**config.mk**
```make
export PLATFORM = sky130hd
export DESIGN_NAME = scpm_top
export DESIGN_NICKNAME = d
export VERILOG_FILES = /design/src/rtl/scpm_top.v
export VERILOG_INCLUDE_DIRS = /design/src /design/src/rtl
export SDC_FILE = /design/constraint.sdc
export NUM_CORES = 1
export LEC_CHECK = 0
export BUFFER_PORTS_ARGS = -buffer_cell sky130_fd_sc_hd__buf_2
export CORE_ASPECT_RATIO = 1.1
export CORE_MARGIN = 1.5
export CORE_UTILIZATION = 30
export CTS_CLUSTER_DIAMETER = 40
export CTS_CLUSTER_SIZE = 40
export DETAILED_ROUTE_END_ITERATION = 7
export HOLD_SLACK_MARGIN = 0.1
export PLACE_DENSITY = 0.62
export RECOVER_POWER = 50
export SLEW_MARGIN = 20
export SYNTH_ARGS = -nofsm -noshare
export SYNTH_HDL_FRONTEND = slang
export SYNTH_SLANG_ARGS = --single-unit
```
**constraint.sdc**
```tcl
create_clock -name pclk -period 6.3 [get_ports pclk]
set_input_delay 0.63 -clock pclk [delete_from_list [all_inputs] [get_ports pclk]]
set_output_delay 0.63 -clock pclk [all_outputs]
set_load 0.02 [all_outputs]
```
**src/rtl/scpm_defines.vh**
```
/*
 Constants for the system clock and power-mode controller.
 Assumes inclusion by bare name from the design file; definitions only.
*/
`ifndef SCPM_DEFINES_VH
`define SCPM_DEFINES_VH

// Register byte offsets on APB
`define SCPM_OFS_MODE 12'h000
`define SCPM_OFS_CTRL 12'h004
`define SCPM_OFS_STAT 12'h008
`define SCPM_OFS_CMD 12'h00C

// Mode control register fields
`define SCPM_MODE_SRC_BIT 0
`define SCPM_MODE_IDLE_BIT 1
`define SCPM_MODE_HRDY_BIT 2
`define SCPM_MODE_LRDY_BIT 3
`define SCPM_MODE_DIV_LSB 5
`define SCPM_MODE_RESET 8'h03

// Clock and reset-flag register fields
`define SCPM_CTRL_FSYS_BIT 7
`define SCPM_CTRL_WRF_BIT 0
`define SCPM_CTRL_LRF_BIT 1
`define SCPM_CTRL_LVR_RESET_FLAG_BIT 2
`define SCPM_CTRL_RESET 8'h00
`define SCPM_CTRL_WMASK 8'h87

// Status register fields
`define SCPM_STAT_PDF_BIT 0
`define SCPM_STAT_TO_BIT 1
`define SCPM_STAT_MODE_LSB 4

// Command register bits
`define SCPM_CMD_HALT_BIT 0
`define SCPM_CMD_CLRWDT_BIT 1
`define SCPM_CMD_WAKE_BIT 2

// Operating modes
`define SCPM_M_NORMAL 2'b00
`define SCPM_M_SLEEP 2'b01
`define SCPM_M_IDLE_CLOCK_STOPPED_MODE 2'b10
`define SCPM_M_IDLE_CLOCK_RUNNING_MODE 2'b11

// Divider codes
`define SCPM_DIV_64 3'b010
`define SCPM_DIV_32 3'b011
`define SCPM_DIV_16 3'b100
`define SCPM_DIV_8 3'b101
`define SCPM_DIV_4 3'b110
`define SCPM_DIV_2 3'b111

// Oscillator settle counts: fast in pclk cycles, slow in low_rc_tick pulses
`define SCPM_HRC_SETTLE 8'h10
`define SCPM_LRC_SETTLE 8'h20

`endif

```
**src/rtl/scpm_top.v**
```verilog
/*
 System clock select and power-mode controller with APB registers.
 Assumes pclk stands for the high-speed RC clock, low_rc_tick is a one-cycle
 pulse per low-speed RC period synchronous to pclk, and all inputs are
 synchronous to pclk. Clocks leave the block as one-cycle enables.
 The enables are meant to qualify flops that run on pclk. Gated clocks are not
 used, so switching the divider or entering a low-power mode cannot cut a pulse.
 Operating modes and the clocks that they let through:
   normal       cpu on,  system on (/1 to /64), substitute on, watchdog on, time base on
   sleep        cpu off, system off,          substitute on, watchdog on, time base off
   idle, stop   cpu off, system off,          substitute on, watchdog on, time base on
   idle, run    cpu off, system on,           substitute on, watchdog on, time base on
 A halt written in a low-power mode is ignored. Only a wake command or a watchdog
 timeout returns the block to normal mode. The register bus keeps working in
 every mode, because software stands for the cpu here.
 The watchdog counter itself lives outside; this block only pulses wdt_clear.
 Its clock enable runs when either the watchdog or the voltage detector is on.
*/
// Added by the designer: the APB slave port and the placing of the registers.
// How it works
// RULE1 - system clock from fast clock or divider
// RULE2 - source bit one selects undivided clock
// RULE3 - divider codes 64 down to 2, two reserved
// RULE4 - normal mode runs cpu, ratio 1 to 64
// RULE5 - substitute and time base from slow clock
// RULE6 - halt with idle off enters sleep
// RULE7 - sleep stops system and time base clocks
// RULE8 - watchdog, detector run on slow clock
// RULE9 - idle with sysclk off enters idle_clock_stopped_mode
// RULE10 - idle with sysclk on enters idle_clock_running_mode
// RULE11 - bit 7 keeps sysclk running idle
// RULE12 - low power keeps registers and ports
// RULE13 - entry clears watchdog, counting resumes
// RULE14 - entry sets power-down, clears timeout
// RULE15 - fast ready flag set after settling
// RULE16 - slow ready flag set after settling
// RULE17 - unimplemented bits read zero
// RULE18 - power-down and timeout flag clear sources
// RULE19 - source switch without glitched pulses
`timescale 1ns/1ps
`include "scpm_defines.vh"

module scpm_top (
    // Clock, reset, enable
    input wire pclk,
    input wire presetn,
    input wire clk_en,
    // APB slave
    input wire psel,
    input wire penable,
    input wire pwrite,
    input wire [11:0] paddr,
    input wire [31:0] pwdata,
    output reg [31:0] prdata,
    output reg pready,
    output reg pslverr,
    // Slow oscillator and watchdog
    input wire low_rc_tick,
    input wire wdt_enable,
    input wire lvd_enable,
    input wire wdt_timeout,
    // Clock enables out
    output reg sysclk_en,
    output reg cpu_run,
    output reg sub_clk_en,
    output reg wdt_clk_en,
    output reg tbc_clk_en,
    output reg wdt_clear,
    output reg hold_state
);

    reg [2:0] div_sel_q;
    reg src_sel_q;
    reg idle_en_q;
    reg fsys_q;
    reg [2:0] rflags_q;
    reg pdf_q;
    reg to_q;
    reg [1:0] mode_q;
    reg [7:0] hcnt_q;
    reg [7:0] lcnt_q;
    reg hrdy_q;
    reg lrdy_q;
    reg [5:0] div_cnt_q;
    reg [2:0] div_act_q;
    reg src_act_q;

    wire wr_acc = psel && penable && pwrite;
    wire rd_acc = psel && penable && !pwrite;
    wire map_hit = (paddr == `SCPM_OFS_MODE) || (paddr == `SCPM_OFS_CTRL) ||
                   (paddr == `SCPM_OFS_STAT) || (paddr == `SCPM_OFS_CMD);
    wire wr_cmd = wr_acc && (paddr == `SCPM_OFS_CMD);
    wire halt_cmd = wr_cmd && pwdata[`SCPM_CMD_HALT_BIT] && (mode_q == `SCPM_M_NORMAL);
    wire clr_cmd = wr_cmd && pwdata[`SCPM_CMD_CLRWDT_BIT];
    wire wake_cmd = wr_cmd && pwdata[`SCPM_CMD_WAKE_BIT];

    // Divide ratio minus one for a divider code; reserved codes run as /64
    function [5:0] scpm_div_max;
        input [2:0] code;
        begin
            case (code)
                `SCPM_DIV_32: scpm_div_max = 6'h1F; // RULE3
                `SCPM_DIV_16: scpm_div_max = 6'h0F; // RULE3
                `SCPM_DIV_8: scpm_div_max = 6'h07; // RULE3
                `SCPM_DIV_4: scpm_div_max = 6'h03; // RULE3
                `SCPM_DIV_2: scpm_div_max = 6'h01; // RULE3
                default: scpm_div_max = 6'h3F; // RULE3
            endcase
        end
    endfunction

    // Mode a halt would enter
    function [1:0] scpm_halt_mode;
        input idle;
        input fsys;
        begin
            if (!idle) begin
                scpm_halt_mode = `SCPM_M_SLEEP; // RULE6
            end else if (fsys) begin
                scpm_halt_mode = `SCPM_M_IDLE_CLOCK_RUNNING_MODE; // RULE10 RULE11
            end else begin
                scpm_halt_mode = `SCPM_M_IDLE_CLOCK_STOPPED_MODE; // RULE9 RULE11
            end
        end
    endfunction

    // Which clocks a mode lets through: {cpu, system, time base}
    function [2:0] scpm_mode_clocks;
        input [1:0] mode;
        begin
            case (mode)
                `SCPM_M_NORMAL: begin
                    scpm_mode_clocks = 3'b111; // RULE4
                end
                `SCPM_M_SLEEP: begin
                    scpm_mode_clocks = 3'b000; // RULE7
                end
                `SCPM_M_IDLE_CLOCK_STOPPED_MODE: begin
                    scpm_mode_clocks = 3'b001; // RULE9
                end
                `SCPM_M_IDLE_CLOCK_RUNNING_MODE: begin
                    scpm_mode_clocks = 3'b011; // RULE10
                end
                default: begin
                    scpm_mode_clocks = 3'b000;
                end
            endcase
        end
    endfunction

    // True on the last count of a settle interval
    function scpm_settle_last;
        input [7:0] count;
        input [7:0] settle;
        begin
            scpm_settle_last = (count == settle - 8'h01);
        end
    endfunction

    wire [2:0] mode_clks = scpm_mode_clocks(mode_q);
    // Any way out of a low-power mode
    wire wake_evt = (mode_q != `SCPM_M_NORMAL) && ((wake_cmd && pready) || wdt_timeout);

    // Read views; unimplemented bits are tied to zero
    wire [7:0] mode_rd = {
        div_sel_q,
        1'b0, // RULE17
        lrdy_q,
        hrdy_q,
        idle_en_q,
        src_sel_q
    };
    wire [7:0] ctrl_rd = {
        fsys_q,
        4'h0, // RULE17
        rflags_q
    };
    wire [7:0] stat_rd = {
        2'b00,
        mode_q,
        2'b00,
        to_q,
        pdf_q
    };

    // Register view for one byte address; unmapped and write-only words read zero
    function [7:0] scpm_read_byte;
        input [11:0] addr;
        input [7:0] mode_v;
        input [7:0] ctrl_v;
        input [7:0] stat_v;
        begin
            case (addr)
                `SCPM_OFS_MODE: begin
                    scpm_read_byte = mode_v;
                end
                `SCPM_OFS_CTRL: begin
                    scpm_read_byte = ctrl_v;
                end
                `SCPM_OFS_STAT: begin
                    scpm_read_byte = stat_v;
                end
                default: begin
                    scpm_read_byte = 8'h00;
                end
            endcase
        end
    endfunction

    // APB: zero-wait slave, unmapped addresses flag an error
    always @(posedge pclk or negedge presetn) begin
        if (!presetn) begin
            prdata <= 32'h0000_0000;
            pready <= 1'b0;
            pslverr <= 1'b0;
        end else if (clk_en) begin
            pready <= psel && !penable;
            pslverr <= psel && !penable && !map_hit;
            if (psel && !penable && !pwrite) begin
                prdata <= {24'h00_0000, scpm_read_byte(paddr, mode_rd, ctrl_rd, stat_rd)};
            end else if (psel && !penable && !map_hit) begin
                // A refused write must not show stale read data beside its error
                prdata <= 32'h0000_0000;
            end else if (rd_acc) begin
                prdata <= prdata;
            end
        end
    end

    // Software registers; write lands on the access cycle when pready is high
    always @(posedge pclk or negedge presetn) begin
        if (!presetn) begin
            src_sel_q <= 1'b1;
            idle_en_q <= 1'b1;
            div_sel_q <= 3'b000;
            fsys_q <= 1'b0;
            rflags_q <= 3'b000;
        end else if (clk_en) begin
            if (wr_acc && pready && (paddr == `SCPM_OFS_MODE)) begin
                src_sel_q <= pwdata[`SCPM_MODE_SRC_BIT];
                idle_en_q <= pwdata[`SCPM_MODE_IDLE_BIT];
                div_sel_q <= pwdata[`SCPM_MODE_DIV_LSB+2:`SCPM_MODE_DIV_LSB];
            end
            if (wr_acc && pready && (paddr == `SCPM_OFS_CTRL)) begin
                fsys_q <= pwdata[`SCPM_CTRL_FSYS_BIT];
                rflags_q <= pwdata[2:0];
            end
        end
    end

    // Mode sequencer and status flags
    // A halt is only honoured in normal mode; the wake paths only outside it.
    // wdt_clear is a one-cycle pulse for the external watchdog counter, which
    // restarts from zero on every low-power entry and on a clear command.
    always @(posedge pclk or negedge presetn) begin
        if (!presetn) begin
            mode_q <= `SCPM_M_NORMAL;
            pdf_q <= 1'b0; // RULE18
            to_q <= 1'b0; // RULE18
            wdt_clear <= 1'b0;
        end else if (clk_en) begin
            wdt_clear <= 1'b0;
            case (mode_q)
                `SCPM_M_NORMAL: begin
                    if (halt_cmd && pready) begin
                        mode_q <= scpm_halt_mode(idle_en_q, fsys_q);
                        wdt_clear <= 1'b1; // RULE13
                    end
                end
                `SCPM_M_SLEEP, `SCPM_M_IDLE_CLOCK_STOPPED_MODE, `SCPM_M_IDLE_CLOCK_RUNNING_MODE: begin
                    if ((wake_cmd && pready) || wdt_timeout) begin
                        mode_q <= `SCPM_M_NORMAL;
                    end
                end
                default: mode_q <= `SCPM_M_NORMAL;
            endcase
            // Timeout set wins over a same-cycle clear
            if (wdt_timeout) begin
                to_q <= 1'b1; // RULE18
            end else if ((halt_cmd || clr_cmd) && pready) begin
                to_q <= 1'b0; // RULE14 RULE18
            end
            if (halt_cmd && pready) begin
                pdf_q <= 1'b1; // RULE14
            end else if (clr_cmd && pready) begin
                pdf_q <= 1'b0; // RULE18
                wdt_clear <= 1'b1;
            end
        end
    end

    // Fast oscillator settling; the flag only rises until the next reset
    always @(posedge pclk or negedge presetn) begin
        if (!presetn) begin
            hcnt_q <= 8'h00;
            hrdy_q <= 1'b0;
        end else if (clk_en) begin
            if (!hrdy_q) begin
                hcnt_q <= hcnt_q + 8'h01;
                hrdy_q <= scpm_settle_last(hcnt_q, `SCPM_HRC_SETTLE); // RULE15
            end
        end
    end

    // Slow oscillator settling counts low_rc_tick pulses, not pclk cycles.
    // A wake-up restarts it, so software sees the slow clock as unsettled
    // until the same interval has passed again after every low-power stay.
    always @(posedge pclk or negedge presetn) begin
        if (!presetn) begin
            lcnt_q <= 8'h00;
            lrdy_q <= 1'b0;
        end else if (clk_en) begin
            if (wake_evt) begin
                lcnt_q <= 8'h00;
                lrdy_q <= 1'b0; // RULE16
            end else if (!lrdy_q && low_rc_tick) begin
                lcnt_q <= lcnt_q + 8'h01;
                lrdy_q <= scpm_settle_last(lcnt_q, `SCPM_LRC_SETTLE); // RULE16
            end
        end
    end

    // Divider; new ratio or source taken only at the wrap, or on any cycle while undivided, so no pulse is cut.
    // The cost is latency: a change from /64 may take up to 64 cycles to show.
    // The counter keeps running in the stopped modes, so a wake-up resumes on
    // the old phase instead of producing a short first period.
    wire [5:0] div_max = scpm_div_max(div_act_q);
    wire div_wrap = (div_cnt_q >= div_max);
    wire sys_run = mode_clks[1];
    always @(posedge pclk or negedge presetn) begin
        if (!presetn) begin
            div_cnt_q <= 6'h00;
            div_act_q <= 3'b000;
            src_act_q <= 1'b1;
            sysclk_en <= 1'b0;
        end else if (clk_en) begin
            if (div_wrap || src_act_q) begin
                div_cnt_q <= 6'h00;
                div_act_q <= div_sel_q; // RULE19
                src_act_q <= src_sel_q; // RULE19
            end else begin
                div_cnt_q <= div_cnt_q + 6'h01; // RULE1
            end
            // RULE2 RULE4 RULE7 RULE9 RULE10
            sysclk_en <= sys_run && hrdy_q && (src_act_q || div_wrap);
        end
    end

    // Low-speed derived enables and mode outputs
    always @(posedge pclk or negedge presetn) begin
        if (!presetn) begin
            cpu_run <= 1'b0;
            sub_clk_en <= 1'b0;
            wdt_clk_en <= 1'b0;
            tbc_clk_en <= 1'b0;
            hold_state <= 1'b0;
        end else if (clk_en) begin
            cpu_run <= mode_clks[2] && hrdy_q; // RULE4 RULE6
            sub_clk_en <= low_rc_tick; // RULE5
            wdt_clk_en <= low_rc_tick && (wdt_enable || lvd_enable); // RULE8
            tbc_clk_en <= low_rc_tick && mode_clks[0]; // RULE5 RULE7
            hold_state <= (mode_q != `SCPM_M_NORMAL); // RULE12
        end
    end

endmodule

```
Word-level counts from Yosys, hierarchy flattened:

Cells that the tools add are included.

* bits in registers: 82
* output and inout port bits: 41
* word-level logic and storage cells: 121

* add/sub/neg operators: 3
* order comparisons: 1
* eq/ne operators: 15
* multiplexer cells: 24
* bitwise operators: 1
* reduce and logical (&&, ||, !) cells: 52

Operators with widths (number)
* $mux 32: 2
* $pmux 6 s5: 1
* $eq 12x4->1 const B: 2
* $logic_and 1x1->1: 24
* $pmux 8 s3: 1
* $add 8x1->8 const B: 2
* $mux 8: 2
* $reduce_and 2->1: 8
* $eq 12x3->1 const B: 1
* $eq 3x3->1 const B: 4
* $logic_not 12->1: 1
* $mux 1: 12
* $pmux 3 s4: 1
* $reduce_bool 2->1: 5
* $eq 8x4->1 const B: 1
* $eq 8x5->1 const B: 1
* $logic_or 1x1->1: 7
* $add 6x1->6 const B: 1
* $ge 6x6->1: 1
* $mux 2: 3
* $mux 6: 1
* $eq 2x2->1 const B: 2
* $logic_not 1->1: 4
* $pmux 2 s2: 1
* other kinds (8): 8

Longest topological paths before layout:

Gate-level depths: netlist (run 1).

* depth after elaboration: 10
* mapped depth: 7
* depth with buffers taken out: 7

Worst setup path before layout (run 1):

No wires, ideal clock.

* kind: input-to-reg
* start point: input paddr[1]
* end point: register prdata[4]
* data arrival time: 2.027 ns
* data required time: 6.234 ns
* path slack: 4.207 ns
* stages on the path: 5
* buffers on the path: 0
* path through: nor4_4 nand4_2 or3_4 or4_1 nand2_1

* cells in the longest elaborated chain, start to end: 8
* elaborated cells on any way between the ends: 13
* classes of those cells: 3 x eq/ne; 2 x mux; 8 x reduce/logical

Ends and longest elaborated chain
* from (decl): line scpm_top.v:52 `input wire [11:0] paddr,`
* $eq 12x3->1 / $logic_not 12->1 (equally long branches): line scpm_top.v:193 `case (addr)`
* $logic_or 1x1->1 (3 in series): line scpm_top.v:90 `` wire map_hit = (paddr == `SCPM_OFS_MODE) || (paddr == `SCPM_OFS_CTRL) || ``
* $logic_not 1->1: line scpm_top.v:221 `end else if (psel && !penable && !map_hit) begin`
* $logic_and 1x1->1: line scpm_top.v:221
* $reduce_bool 2->1 (no line)
* $reduce_and 2->1 (no line)
* to (signal assigned): line scpm_top.v:220 `prdata <= {24'h00_0000, scpm_read_byte(paddr, mode_rd, ctrl_rd, stat_rd)};`
* to (signal assigned): line scpm_top.v:225 `prdata <= prdata;`
* to (decl): line scpm_top.v:54 `output reg [31:0] prdata,`

Several ways; a longest one is shown, not always the timed one.
A chain may end at the register's enable or synchronous reset.

==> results of run 1 <==
per-layer routing:
layer	global-route usage [%]	part of all wire (%)	wire length (um)
met1	15.4	46	2940
met2	20.5	48	3040
met3	3.59	4.1	258
met5	0	0	0
met4	5.33	1.4	88
flip-flops by register name, indices dropped and copies added, names as in the netlist, 2 cells and up:
| name | cells |
|---|---|
| div_act_q | 3 |
| lcnt_q | 8 |
| hcnt_q | 8 |
| mode_q | 2 |
| div_cnt_q | 6 |
| prdata | 8 |
| div_sel_q | 3 |
| rflags_q | 3 |
cell type report:
type                            instances  area share, %
Sequential cell                        58           41.3
Multi-Input combinational cell        214           40.6
Timing Repair Buffer                   45           6.32
Tap cell                              120           4.26
Clock buffer                           10           3.90
Clock inverter                          6           2.27
Inverter                               13           1.38
worst reg2reg max path: stages, from the launching register on:
cell	delay (ns)
dfrtp_1	0.40
inv_1	0.08
ha_1	0.31
nand2b_1	0.27
or3_1	0.38
o21ai_1	0.47
a21boi_0	0.24
mux2i_1	0.09
cell usage after synthesis (all sizes together), types with 6 or more instances:
library cell | count | area share [%]
nor2 | 11 | 1.4
buf | 25 | 6.0
nand4 | 6 | 1.4
inv | 13 | 1.6
ha | 11 | 4.5
a21oi | 13 | 2.1
dfrtp | 55 | 45
nand3 | 7 | 1.1
mux2 | 15 | 5.5
nand2 | 24 | 3.0
mux2i | 8 | 2.6
o21ai | 20 | 3.3
power by group through the flow:
| stage | Sequential, W | Combinational (W) | Clock, W |
|---|---|---|---|
| floorplan | 0.000504 | 0.000171 | 0 |
| global placement | 0.000505 | 0.000229 | 0 |
| detailed placement | 0.000508 | 0.000236 | 0 |
| CTS | 0.000502 | 0.000237 | 0.000389 |
| global route | 0.000513 | 0.000266 | 0.000408 |
| finish | 0.000503 | 0.000232 | 0.000381 |
per-stage QoR:
step | cell area [um2] | setup slack, ns
after global placement | 3310 | 3.68
after floorplan | 3140 | 4.21
after CTS | 3530 | 3.98
after global routing | 3530 | 2.43
after detailed placement | 3310 | 3.66
final | 3530 | 3.17
final timing paths:
check                      startpoint  slack (ns)            to
max in group pclk              clk_en        3.35     prdata[6]
setup / recovery              presetn        3.17     lcnt_q[7]
hold reg to reg             prdata[4]        0.48     prdata[4]
hold / removal              prdata[4]        0.48     prdata[4]
min in group asynchronous     presetn        1.40  div_sel_q[2]
setup reg to reg            mode_q[0]        3.92     lcnt_q[2]
cell usage in the layout, fill, tap and decap left out, types with 7 or more instances in the layout:
cell type	netlist	routed
a21oi_1	13	13
buf_2	0	43
clkbuf_8	0	10
conb_1	1	24
dfrtp_1	55	55
ha_1	11	11
inv_1	12	13
mux2_2	15	15
mux2i_1	8	8
nand2_1	24	24
nand3_1	7	7
nor2_1	11	11
o21ai_0	19	19
cell families (layout without fill, tap and decap cells):
kind of cell,after synthesis,after routing
muxes,23,23
other,1,24
DFF,58,58
adders and majority gates,11,11
buffers and inverters,43,74
and+or+nand+nor,83,83
xor gates and xnor gates,9,9
AOI/OAI and AO/OA,64,64
==> results by group, run 1 <==
Yosys
  • Synthesized area: 3050 um2
  • Proportion of synthesized area in mux cells: 8.16%
  • Adder-Cell Fraction of Synth Area: 4.51%
  • Sequential-to-total area share from yosys stat: 47.7%
  • Post-Syn Instances: 292
  • Syn avg cell area: 10.5 um2
  • Fraction of registers with async set or reset after synthesis: 100%
  • Main flop type after synthesis: dfrtp_1
  • Yosys warnings: 0
  • Largest family of logic cells by synthesized area: simple AND/OR/NAND/NOR gates
  • Post-synth EDFFs: 0
  • Post-Synth XOR/XNOR Area: 2.58%
  • Simple-Gate Fraction of Synth Area: 15.2%
  • Compound-Gate Fraction of Synth Area: 13.5%
  • Cell variety after synth: 54
  • Synthesized flop and latch total: 58

Timing
  • RSZ-0062 raised after global routing: no
  • Final setup violation count: 0
  • Worst Tran Pin Value: 3.07 ns
  • Minimum clock period: 3.13 ns
  • Clk_skew: 0.0105 ns
  • Hold Worst Slack: 0.476 ns
  • Final slew viol count: 59
  • F_max: 320 MHz
  • Final hold vios: 0
  • Crit share post-route: 49.7%
  • Setup_tns: 0 ns
  • Relative slew slack: -105%

Placement
  • Cell Count Post-Placement: 450
  • Post-DP HPWL: 4580 um
  • Port Buf Inserts: 44
  • Routability cong.: 0.818

Finish
  • Area Growth Syn to Fin: 15.5%
  • Fill count: 1021
  • Fin cells: 466
  • NumNets Final: 406
  • Antenna fix cells: 0
  • FF/Latch Area: 1460 um2
  • Fin util: 35.7%
  • Share of cells above drive strength 1: 24.3%
  • Multi-input gate area: 1430 um2

Critical path
  • Startpoint Class: input port
  • Top delay family on crit path: buffers and inverters
  • Worst-path fanout max: 58
  • Crit end category: async pin
  • Reg2Reg Depth: 7
  • Crit path required time: 6.06 ns
  • Crit-path cells: buf_2 > clkbuf_1
  • Crit. path cell count: 2
  • Crit-path slowest cell: clkbuf_1
  • WP buf/inv: 2
  • CP Data Arrival Time: 2.89 ns
  • Max incr delay on CP: 2.16 ns
  • Setup Crit Path Kind: input port to async pin

Detailed routing
  • DRC Markers: 0
  • DR vias: 2261
  • Vias per cell: 4.85
  • Detailed Route WL: 6320 um
  • TritonRoute pass-1 iters: 5
  • DRT iter0 DRCs: 101
  • Routed Antenna Nets: 0
  • Mean routed wirelength per cell: 13.6 um

Status
  • Failing checks: capacitance limit, slew limit
  • Status: finished with violations

Pwr
  • Combinational power share: 20.8%
  • Switching Fraction: 31.3%
  • P_sw: 0.000349 W
  • Power per cell area: 316 nW/um2
  • Pint: 0.000767 W
  • P_leak: 1.70 nW
  • Clock network power share: 34.1%
  • Total power: 0.00112 W
  • Sequential group share of total power: 45.1%
  • Peak supply drop: 0.000152 V

Global route
  • Initial antenna violation count: 0
  • Largest net degree at the start of global routing: 59
  • GRT overflow: 0
  • Number of global-route vias before repair: 2200
  • Global-route wire length before repair: 10400 um
  • Total global-route track usage: 12.5%

Floorplanning
  • Die area: 10800 um2
  • Die Wd: 99.2 um
  • Die H: 109 um
  • I/O Pins: 95
  • Core ar.: 9890 um2
  • Initial Util: 30.9%
  • Row count: 38

CTS
  • Num Clock Sinks: 58
  • TritonCTS clock tree: yes
  • Num CTS Buffers: 9
  • Clk buf depth: 2
  • Setup Fix Bufs, Post-CTS: 0
  • Depth of the CTS H-tree: 3
  • Clock root buffer: clkbuf_8
  • Clock transition at path regs: 0.07 ns
  • Post-CTS resize count: 0
  • Skew-Pair Late Insertion Delay: 0.34 ns
  • Hold buffer count at CTS: 0

Worst hold path
  • Hold Path Depth: 2
  • Hold crit path type: flop to flop

Run
  • Max cap viols: 1
Note: power is estimated with default switching activity, not from simulation.
==> run 2: changes to the inputs <==
==> constraint.sdc (replaced) <==
create_clock -name pclk -period 3.06 [get_ports pclk]
set_input_delay 0.306 -clock pclk [delete_from_list [all_inputs] [get_ports pclk]]
set_output_delay 0.306 -clock pclk [all_outputs]
set_load 0.02 [all_outputs]
==> results by group, run 2 (synthesized netlist as in run 1, its figures left out) <==
Timing
  • F_max: 447 MHz
  • Minimum clock period: 2.24 ns
  • Final slew viol count: 0
  • Relative slew slack: 2.48%
  • Crit share post-route: 73.1%
  • Setup_tns: 0 ns
  • RSZ-0062 raised after global routing: no
  • Clk_skew: 0.00479 ns
  • Worst Tran Pin Value: 1.46 ns
  • Final hold vios: 0
  • Final setup violation count: 0

Finish
  • Area Growth Syn to Fin: 14.4%
  • Finished Cell Area: 3490 um2
  • FF/Latch Area: 1460 um2
  • Fin util: 35.3%
  • Highest-count cells in the layout ignoring fill and taps: dfrtp_1, buf_2, nand2_1, conb_1, o21ai_0
  • Fill count: 1000
  • Antenna fix cells: 0
  • NumNets Final: 408
  • Commonest non-fill, non-tap cell in the layout: dfrtp_1
  • Share of cells above drive strength 1: 24.1%
  • Multi-input gate area: 1420 um2
  • Top Registers: hcnt_q: 8 flops, lcnt_q: 8 flops, prdata: 8 flops

Detailed routing
  • TritonRoute pass-1 iters: 3
  • DRC Markers: 0
  • DRT iter0 DRCs: 101
  • DR vias: 2252
  • Detailed Route WL: 6220 um
  • Routed Antenna Nets: 0
  • Mean routed wirelength per cell: 13.3 um
  • Vias per cell: 4.81

Floorplanning
  • Initial Util: 30.9%
  • Die H: 109 um
  • Row count: 38
  • Core ar.: 9890 um2
  • Die area: 10800 um2
  • Die Wd: 99.2 um
  • I/O Pins: 95

Critical path
  • CP Data Arrival Time: 2.45 ns
  • Crit-path cells: clkbuf_1 > clkbuf_1 > nand2b_1 > or3_1 > o21ai_1 > buf_4 > a21boi_0 > mux2i_1
  • R2R Setup Slk: 0.83 ns
  • Most used cell, CP: clkbuf_1
  • Crit-path slowest cell: clkbuf_1
  • Crit path required time: 3.27 ns
  • Setup Crit Path Kind: input port to flop
  • WP buf/inv: 3
  • Top delay family on crit path: buffers and inverters
  • Crit end category: flop
  • Startpoint Class: input port
  • Worst-path fanout max: 24
  • Max incr delay on CP: 0.75 ns

CTS
  • Clock transition at path regs: 0.06 ns
  • Clock root buffer: clkbuf_8
  • Num Clock Sinks: 58
  • Setup Fix Bufs, Post-CTS: 0
  • Skew-Pair Late Insertion Delay: 0.33 ns
  • Depth of the CTS H-tree: 3
  • TritonCTS clock tree: yes
  • Clk buf depth: 2
  • Post-CTS resize count: 0
  • Num CTS Buffers: 9
  • Hold buffer count at CTS: 0

Global route
  • Total global-route track usage: 12.3%
  • Global-route wire length before repair: 10300 um
  • Number of global-route vias before repair: 2132
  • GRT overflow: 0
  • Initial antenna violation count: 0
  • Largest net degree at the start of global routing: 59

Placement
  • Post-DP HPWL: 4510 um
  • Post-placement cell area: 3330 um2
  • Routability cong.: 0.832
  • Port Buf Inserts: 44

Pwr
  • P_leak: 1.68 nW
  • Power per cell area: 623 nW/um2
  • Peak supply drop: 0.000269 V
  • Total power: 0.00217 W

Worst hold path
  • Hold crit path type: input port to flop

Status
  • Status: finished, final reports clean

Run
  • Max cap viols: 0
[run 2: changes by cell type in the layout (fill, tap and decap cells not counted)]
cell / delta
nor4_4: -1
buf_2: -1
buf_4: +1
clkbuf_8: -1
inv_2: +1
clkinvlp_4: +1
bufinv_16: -1
clkbuf_1: +2
nor4_1: +1
clkbuf_2: +1
inv_1: -1
[run 2: final timing paths]
path | startpoint | endpoint | cells after the start
worst max-delay path | clk_en | lcnt_q[2] | 8
worst min-delay path | pwdata[6] | div_sel_q[1] | 2
worst max register to register | div_act_q[2] | div_act_q[1] | 7
worst min register to register | prdata[4] | prdata[4] | 2
max in group asynchronous | presetn | hcnt_q[5] | 2
min in group asynchronous | presetn | div_cnt_q[0] | 2
[run 2: final cells by class]
class                      instances  area share [%]
multi-input combinational        214            40.6
clock inverter                     6            1.65
sequential                        58            41.7
tap                              120            4.30
timing repair buffer              47            6.70
clock buffer                      10            3.66
inverter                          13            1.40
[run 2: where the power goes]
part	total (W)	switching [W]	leakage [nW]	internal (W)
combinational	0.000476	0.000269	0.835	0.000208
sequential	0.00103	0.000134	0.750	0.000898
clock	0.000665	0.000295	0.0958	0.000370
[run 2: worst register-to-register path, cell delays in order, from the launching register on]
cell and delay (ns):
dfrtp_1 0.43, and3_1 0.19, ha_1 0.27, a211oi_1 0.06
o21a_1 0.20, nor2_1 0.39, nand2_1 0.23, mux2_2 0.35
[run 2: routing by layer]
layer / track usage (%) / share of wire, %
met4: 4.53 / 0.98
met3: 3.91 / 4.4
met2: 18.8 / 46
met5: 0 / 0
met1: 16.5 / 48
[run 2: stage by stage]
stage               hold WS, ns  cells  setup slack [ns]
floorplan                0.0104    315              1.04
CTS                       0.141    468             0.842
finish                    0.211    468             0.822
detailed placement        0.463    452             0.847
global placement          0.450    452             0.890
global route              0.190    468             0.632
